<file path="config.mk">
export PLATFORM = sky130hd
export DESIGN_NAME = lfr_latched_fault_reaction
export DESIGN_NICKNAME = d
export VERILOG_FILES = /design/src/hdl/lfr_pkg.sv /design/src/hdl/lfr_latched_fault_reaction.sv /design/src/hdl/lfr_sync.sv
export VERILOG_INCLUDE_DIRS = /design/src /design/src/hdl
export SDC_FILE = /design/constraint.sdc
export NUM_CORES = 1
export LEC_CHECK = 0
export ABC_AREA = 1
export BUFFER_PORTS_ARGS = -buffer_cell sky130_fd_sc_hd__buf_2
export CAP_MARGIN = 20
export CORE_ASPECT_RATIO = 0.6
export CORE_MARGIN = 2
export CORE_UTILIZATION = 30
export CTS_BUF_LIST = sky130_fd_sc_hd__clkbuf_2
export CTS_CLUSTER_SIZE = 30
export DETAILED_ROUTE_END_ITERATION = 16
export PLACE_DENSITY_LB_ADDON = 0.08
export SLEW_MARGIN = 20
export SYNTH_ARGS = -nofsm -noshare
export SYNTH_HDL_FRONTEND = slang
export SYNTH_SLANG_ARGS = --single-unit
export TNS_END_PERCENT = 10
</file>
<file path="constraint.sdc">
create_clock -name clk -period 1.2 [get_ports clk]
set_input_delay 0.24 -clock clk [delete_from_list [all_inputs] [get_ports clk]]
set_output_delay 0.24 -clock clk [all_outputs]
set_load 0.02 [all_outputs]
</file>
<file path="src/hdl/lfr_params.svh">
// Purpose: constants for the latched fault reaction block
// Assumes: 100 MHz clk
// Notes:   times in ns, cycle counts derived from them
`ifndef LFR_PARAMS_SVH
`define LFR_PARAMS_SVH
`define LFR_CLK_PERIOD_NS      10
`define LFR_OCP_DEGLITCH_NS    2000
`define LFR_OCP_DEGLITCH_CYC \
    ((`LFR_OCP_DEGLITCH_NS + `LFR_CLK_PERIOD_NS - 1) / `LFR_CLK_PERIOD_NS)
`define LFR_SLEEP_PULSE_MAX_NS 40000
`define LFR_SLEEP_PULSE_MAX_CYC (`LFR_SLEEP_PULSE_MAX_NS / `LFR_CLK_PERIOD_NS)
`define LFR_CNT_W              16
`define LFR_STAT_W             4
`define LFR_STAT_OCP           0
`define LFR_STAT_SHORTGND      1
`define LFR_STAT_FRAME         2
`define LFR_STAT_LOCKVIOL      3
`define LFR_CFG_RESET          8'h00
`endif

</file>
<file path="src/hdl/lfr_pkg.sv">
// Purpose: types for the latched fault reaction block
// Assumes: nothing
// Notes:   states of the fault machine
package lfr_pkg;
    typedef enum logic [1:0] {
        LFR_RUN,
        LFR_FAULT
    } lfr_state_e;
    typedef enum logic [1:0] {
        LFR_VAR_HW,
        LFR_VAR_SPI_S,
        LFR_VAR_SPI_P
    } lfr_variant_e;
endpackage : lfr_pkg

</file>
<file path="src/hdl/lfr_latched_fault_reaction.sv">
// Purpose: latched overcurrent fault reaction for an H-bridge driver
// Assumes: 100 MHz clk, synchronous active-high srst
// Notes:   pins pass a two-flop synchroniser; the serial command is
//          a same-domain pulse
`timescale 1ns/1ps
`include "lfr_params.svh"
// Contract
// (RQ1) A deglitched overcurrent turns the output off and drives fault low.
// (RQ2) An acknowledge releases the fault line and re-enables the output.
// (RQ3) A short still present after acknowledgement trips again.
// (RQ4) A short gone before the ack leaves the output on with no new fault.
// (RQ5) Serial-variant status bits stay latched until a clear command.
// (RQ6) A short-to-ground trip holds sense at its limit while output is off.
// (RQ7) Serial copies flag frame errors and lock config and driver bits.
// (RQ8) The external-supply variant has no sleep pin nor undervoltage reset.
// (RQ9) The controller keeps its sleep-pin pulse short of the sleep time.
module lfr_latched_fault_reaction #(
    parameter lfr_pkg::lfr_variant_e VARIANT    = lfr_pkg::LFR_VAR_SPI_S,
    parameter int                    DEGLITCH   = `LFR_OCP_DEGLITCH_CYC,
    parameter int                    SLEEP_MAX  = `LFR_SLEEP_PULSE_MAX_CYC
) (
    input  wire logic                   clk,
    input  wire logic                   srst,
    input  wire logic                   overcurrentProtection,
    input  wire logic                   highSideShortGnd,
    input  wire logic                   sleepControlPin,
    input  wire logic                   mainSupplyUv,
    input  wire logic                   clearFaultCommand,
    input  wire logic                   frameError,
    input  wire logic                   lockEnable,
    input  wire logic                   cfgWriteReq,
    input  wire logic [7:0]             cfgWriteData,
    output logic                        outputEnable,
    output logic                        faultIndicatorLowOut,
    output logic                        faultIndicatorLowOe,
    output logic                        currentSenseAtLimit,
    output logic                        sleepState,
    output logic [`LFR_STAT_W-1:0]      faultStatus,
    output logic [7:0]                  cfgReg,
    output logic                        logicReset
);
    localparam bit IS_HW  = (VARIANT == lfr_pkg::LFR_VAR_HW);
    localparam bit IS_SPI = !IS_HW;
    localparam bit HAS_SLEEP = (VARIANT != lfr_pkg::LFR_VAR_SPI_P);

    logic [3:0] syncOut;
    logic       ocpS;
    logic       gndS;
    logic       sleepS;
    logic       uvS;
    logic       sleepPrev;
    logic [`LFR_CNT_W-1:0] ocpCnt;
    logic [`LFR_CNT_W-1:0] lowCnt;
    logic       ocpConfirmed;
    logic       sleepPulse;
    logic       ack;
    logic       shortGndTrip;
    lfr_pkg::lfr_state_e state;

    lfr_sync #(
        .WIDTH (4)
    ) u_sync (
        .clk  (clk),
        .srst (srst),
        // sleep pin inverted: flops reset to its idle high, no false edge
        .din  ({mainSupplyUv, !sleepControlPin, highSideShortGnd,
                overcurrentProtection}),
        .dout (syncOut)
    );
    assign ocpS   = syncOut[0];
    assign gndS   = syncOut[1];
    assign sleepS = HAS_SLEEP ? !syncOut[2] : 1'b1; // RQ8
    assign uvS    = syncOut[3];

    // deglitch counter: runs only in LFR_RUN, sleeping or not, while overcurrent seen
    always_ff @(posedge clk) begin
        if (srst) begin
            ocpCnt <= '0;
        end else if (!ocpS || state != lfr_pkg::LFR_RUN || ack) begin
            ocpCnt <= '0;
        end else if (!ocpConfirmed) begin
            ocpCnt <= ocpCnt + `LFR_CNT_W'(1);
        end
    end
    assign ocpConfirmed = (ocpCnt >= `LFR_CNT_W'(DEGLITCH - 1)) && ocpS; // RQ1

    // sleep-pin low time: short pulse acknowledges (hardwired variant only), long low sleeps
    always_ff @(posedge clk) begin
        if (srst) begin
            sleepPrev <= 1'b1;
            lowCnt    <= '0;
        end else begin
            sleepPrev <= sleepS;
            if (sleepS) begin
                lowCnt <= '0;
            end else if (lowCnt != '1) begin
                lowCnt <= lowCnt + `LFR_CNT_W'(1);
            end
        end
    end
    assign sleepState = !sleepS && (lowCnt >= `LFR_CNT_W'(SLEEP_MAX));
    // rising edge after a short low ends the pulse; RQ9 keeps it short
    assign sleepPulse = HAS_SLEEP && sleepS && !sleepPrev
                        && (lowCnt < `LFR_CNT_W'(SLEEP_MAX)); // RQ9
    assign ack = IS_HW ? sleepPulse : clearFaultCommand; // RQ2

    // latched fault machine
    always_ff @(posedge clk) begin
        if (srst) begin
            state        <= lfr_pkg::LFR_RUN;
            shortGndTrip <= 1'b0;
        end else begin
            case (state)
                lfr_pkg::LFR_RUN: begin
                    if (ocpConfirmed && !sleepState) begin
                        state        <= lfr_pkg::LFR_FAULT; // RQ1 RQ3
                        shortGndTrip <= gndS; // RQ6
                    end
                end
                lfr_pkg::LFR_FAULT: begin
                    if (ack) begin
                        state        <= lfr_pkg::LFR_RUN; // RQ2 RQ4
                        shortGndTrip <= 1'b0;
                    end
                end
                default: begin
                    state        <= lfr_pkg::LFR_RUN;
                    shortGndTrip <= 1'b0;
                end
            endcase
        end
    end

    always_ff @(posedge clk) begin
        if (srst) begin
            outputEnable         <= 1'b0;
            faultIndicatorLowOe  <= 1'b0;
            currentSenseAtLimit  <= 1'b0;
        end else begin
            outputEnable <= (state == lfr_pkg::LFR_RUN) && !ocpConfirmed
                            && !sleepState; // RQ1 RQ4
            faultIndicatorLowOe <= (state == lfr_pkg::LFR_FAULT && !ack)
                                   || (state == lfr_pkg::LFR_RUN
                                       && ocpConfirmed); // RQ1 RQ2
            currentSenseAtLimit <= (state == lfr_pkg::LFR_FAULT && !ack
                                    && shortGndTrip)
                                   || (state == lfr_pkg::LFR_RUN
                                       && ocpConfirmed && gndS); // RQ6
        end
    end
    assign faultIndicatorLowOut = 1'b0;

    // status bits: set wins over clear
    always_ff @(posedge clk) begin
        if (srst) begin
            faultStatus <= '0;
        end else if (IS_SPI) begin
            faultStatus <= (clearFaultCommand ? '0 : faultStatus) // RQ5
                | {`LFR_STAT_W{1'b0}}
                | (`LFR_STAT_W'(ocpConfirmed) << `LFR_STAT_OCP)
                | (`LFR_STAT_W'(ocpConfirmed && gndS) << `LFR_STAT_SHORTGND)
                | (`LFR_STAT_W'(frameError) << `LFR_STAT_FRAME) // RQ7
                | (`LFR_STAT_W'(cfgWriteReq && lockEnable)
                   << `LFR_STAT_LOCKVIOL); // RQ7
        end
    end

    // lockable configuration and driver bits
    always_ff @(posedge clk) begin
        if (srst) begin
            cfgReg <= `LFR_CFG_RESET;
        end else if (IS_SPI && cfgWriteReq && !lockEnable
                     && !frameError) begin
            cfgReg <= cfgWriteData; // RQ7
        end
    end

    // digital reset request on main undervoltage, not for external supply
    always_ff @(posedge clk) begin
        if (srst) begin
            logicReset <= 1'b0;
        end else begin
            logicReset <= uvS && (VARIANT != lfr_pkg::LFR_VAR_SPI_P); // RQ8
        end
    end
endmodule : lfr_latched_fault_reaction

</file>
<file path="src/hdl/lfr_sync.sv">
// Purpose: two-flop synchroniser bank for asynchronous pins
// Assumes: single clock
// Notes:   first stage read only by second stage
`timescale 1ns/1ps
module lfr_sync #(
    parameter int WIDTH = 1
) (
    input  wire logic             clk,
    input  wire logic             srst,
    input  wire logic [WIDTH-1:0] din,
    output logic      [WIDTH-1:0] dout
);
    logic [WIDTH-1:0] stage1;
    genvar gi;
    generate
        for (gi = 0; gi < WIDTH; gi++) begin : g_bit
            always_ff @(posedge clk) begin
                if (srst) begin
                    stage1[gi] <= 1'b0;
                    dout[gi]   <= 1'b0;
                end else begin
                    stage1[gi] <= din[gi];
                    dout[gi]   <= stage1[gi];
                end
            end
        end
    endgenerate
endmodule : lfr_sync

</file>
==> results.cfg <==
[run_status]
status = finished with violations
violations = negative setup slack

[cts]
cts_tree = done
cts_max_level = 3
cts.reportedPaths.clkPinSlew_ps = 190
clock_path_buffers = 2
clock_latency_ps = 510
cts_buffers = 9
cts-root-buf = clkbuf_2
cts_sinks = 58

[power]
power_mw = 3.67
switchingPower_uw = 920
ir_drop_uv = 590
pwr-share-seq = 0.540
powerDensity_nw_per_um2 = 890
power.share.switching = 0.250
combPwrFrac = 0.068
p_int_mw = 2.75
clkPwrFrac = 0.393
p_leak_nw = 1.89

[timing]
fin_ws_ps = -448
rsz0062_at_grt = yes
max_freq_ghz = 0.607
finalCritPeriodShare = 1.37
maxSlewViolCount = 0
skew_ps = 24.9
finalHoldViolCount = 0
setup_viol = 56
setup_tns_ps = -6110
finalCriticalPeriod_ps = 1650

[synth]
ys_seq_area_frac = 0.445
synth_area_per_cell_sq_um = 7.54
synth_nets = 367
synth_seq_cells = 58
syn-instance-count = 346
ys.warnings.count = 0
syn_area_sq_um = 2610
yosysUniqueCellTypes = 39

[placed_design]
io_buffers = 34
place_ws_ps = -209
hpwl_um = 5040
routabilityCongestion = 0.803
placed_area_sq_um = 3310

[routing]
wl_met2_um = 2780
wl_met3_um = 476
wl_per_cell_um = 12.5
drtAntennaViolNets = 0
via_count = 2574
drt_iter0_drc = 115
wl_met1_um = 3930
top_layer_used = met4
routed_wl_um = 7280
viasPerCell = 4.42
drt_first_pass_iters = 4
drc = 0

[setup_path]
crit_required_ps = 960
timing.rr.end = ocpCnt[8]
regToRegSetupSlack_ps = -210
cp-end-kind = output pin
reg2reg_depth = 9
r2r_start = ocpCnt[1]
crit_type = flop to output pin
cp-start-kind = flop
cp_data_arrival_time_ps = 1410
path_max_fanout = 3

[floorplanning]
pin_count = 36
die_w_um = 124
rows = 26
dieArea_sq_um = 9480
initial_core_util = 0.307
die_y_um = 76.2
core_area_sq_um = 8490

[worst_hold_path]
hp-class = primary input to flop
whs_path_depth = 3
whs_endpoint = faultStatus[0]
hold_start = srst

[global_route]
antenna_found_initial = 0
grt_overflow_total = 0
grt_pass1_vias = 2513
grt_max_degree = 13
grt_usage = 0.160
grt_pass1_wl_um = 12000

[layout]
nets = 487
final_layout_size_suffix_gt1_frac = 0.448
final_core_util = 0.486
mostFrequentLayoutCell = nor2_1
fill_cells = 810
insertedDiodeCount = 0
area_growth_pct = 58.3
stdcell_area_sq_um = 4130
final_cell_mix = nor2_1, buf_4, nand2_1, inv_1, dfxtp_2

[job]
maxCapViolCount = 0
==> per-layer routing <==
metal,GRT usage,vias up
met5,0,-
met4,0.0640,0
met3,0.0604,12
met2,0.211,65
met1,0.231,1156
li1,-,1341
==> registers in the layout (all words and copies together), names as in the netlist <==
register             cells
state                    1
lowCnt                  16
u_sync.dout              4
cfgReg                   8
currentSenseAtLimit      1
shortGndTrip             1
u_sync.stage1            4
faultIndicatorLowOe      1
logicReset               1
outputEnable             1
faultStatus              4
ocpCnt                  16
==> worst max-delay path, cell delays in order (launching register included) <==
cell and delay (ps):
dfxtp_1 340, inv_1 100, nand2_1 100, nor2_4 150, a21oi_4 70, buf_6 130
==> synthesized netlist by cell type <==
cell type,number,area (sq um)
a21boi_0,1,7.51
a21oi_1,21,105
a21oi_2,1,8.76
a21oi_4,1,16.3
a31oi_1,4,25.0
buf_4,4,30.0
clkbuf_1,1,3.75
conb_1,1,3.75
dfxtp_1,58,1160
ha_1,3,37.5
inv_1,47,176
inv_2,4,15.0
inv_4,1,6.26
nand2_1,56,210
nand2_2,3,18.8
nand2_4,2,22.5
nand3_1,22,110
nand3_2,2,20.0
nand3_4,1,17.5
nand3b_1,2,15.0
nand4_1,6,37.5
nand4_4,1,21.3
nor2_1,67,251
nor2_2,3,18.8
nor2_4,2,22.5
nor2_8,2,40.0
nor3_1,3,15.0
nor3_2,3,30.0
nor3_4,1,16.3
nor4_1,2,12.5
o211ai_1,2,15.0
o21a_1,1,7.51
o21ai_0,8,40.0
o21ai_1,3,15.0
or2_0,1,6.26
or2_1,1,6.26
or2_2,1,6.26
xnor2_1,2,17.5
xor2_1,2,17.5
==> power by group through the flow <==
stage / Clock [mW] / Sequential [mW] / Combinational, mW
finish: 1.44 / 1.98 / 0.249
global route: 1.58 / 1.99 / 0.274
CTS: 1.50 / 1.98 / 0.246
detailed placement: 0 / 2.02 / 0.180
global placement: 0 / 2.02 / 0.180
floorplan: 0 / 2.04 / 0.0741
==> through the flow <==
step,hold WS [ps],cells
3_3_place_gp,399,535
2_1_floorplan,312,346
5_1_grt,47.7,583
6_report,82.8,583
4_1_cts,25.7,577
3_5_place_dp,397,535
==> area by class of cell <==
type	count	area [sq um]	area share
clock buffers	9	45.0	0.0109
well taps	112	140	0.0339
clock inverters	7	83.8	0.0203
repair buffers	114	962	0.233
inverters	52	200	0.0485
multi-input cells	231	1490	0.361
flip-flops and latches	58	1210	0.292
==> logic make-up after synthesis <==
group / count (synthesis) / synth area share
buffers and inverters: 57 / 0.0888
adders and majority gates: 3 / 0.0144
other: 1 / 0.00144
DFF: 58 / 0.445
AOI/OAI and AO/OA: 42 / 0.0921
and+or+nand+nor: 181 / 0.345
xor gates and xnor gates: 4 / 0.0134
==> repair_timing <==
action / CTS / global route
hold buffers: 16 / 0
setup endpoints to repair: 55 / 63
gates cloned: 1 / 1
resized for setup: 85 / 36
hold endpoints to repair: 17 / 0
pin swaps: 13 / 17
buffers inserted: 9 / 5
==> worst max-delay path by stage <==
stage          cells past startpoint         end       start
2_1_floorplan                      8  lowCnt[12]   lowCnt[1]
3_3_place_gp                       7  lowCnt[13]   lowCnt[3]
3_5_place_dp                       7  lowCnt[13]   lowCnt[3]
4_1_cts                            5  sleepState  lowCnt[11]
5_1_grt                            5  sleepState   lowCnt[7]
6_report                           5  sleepState  lowCnt[15]
Power figures use the tool's default switching activity.
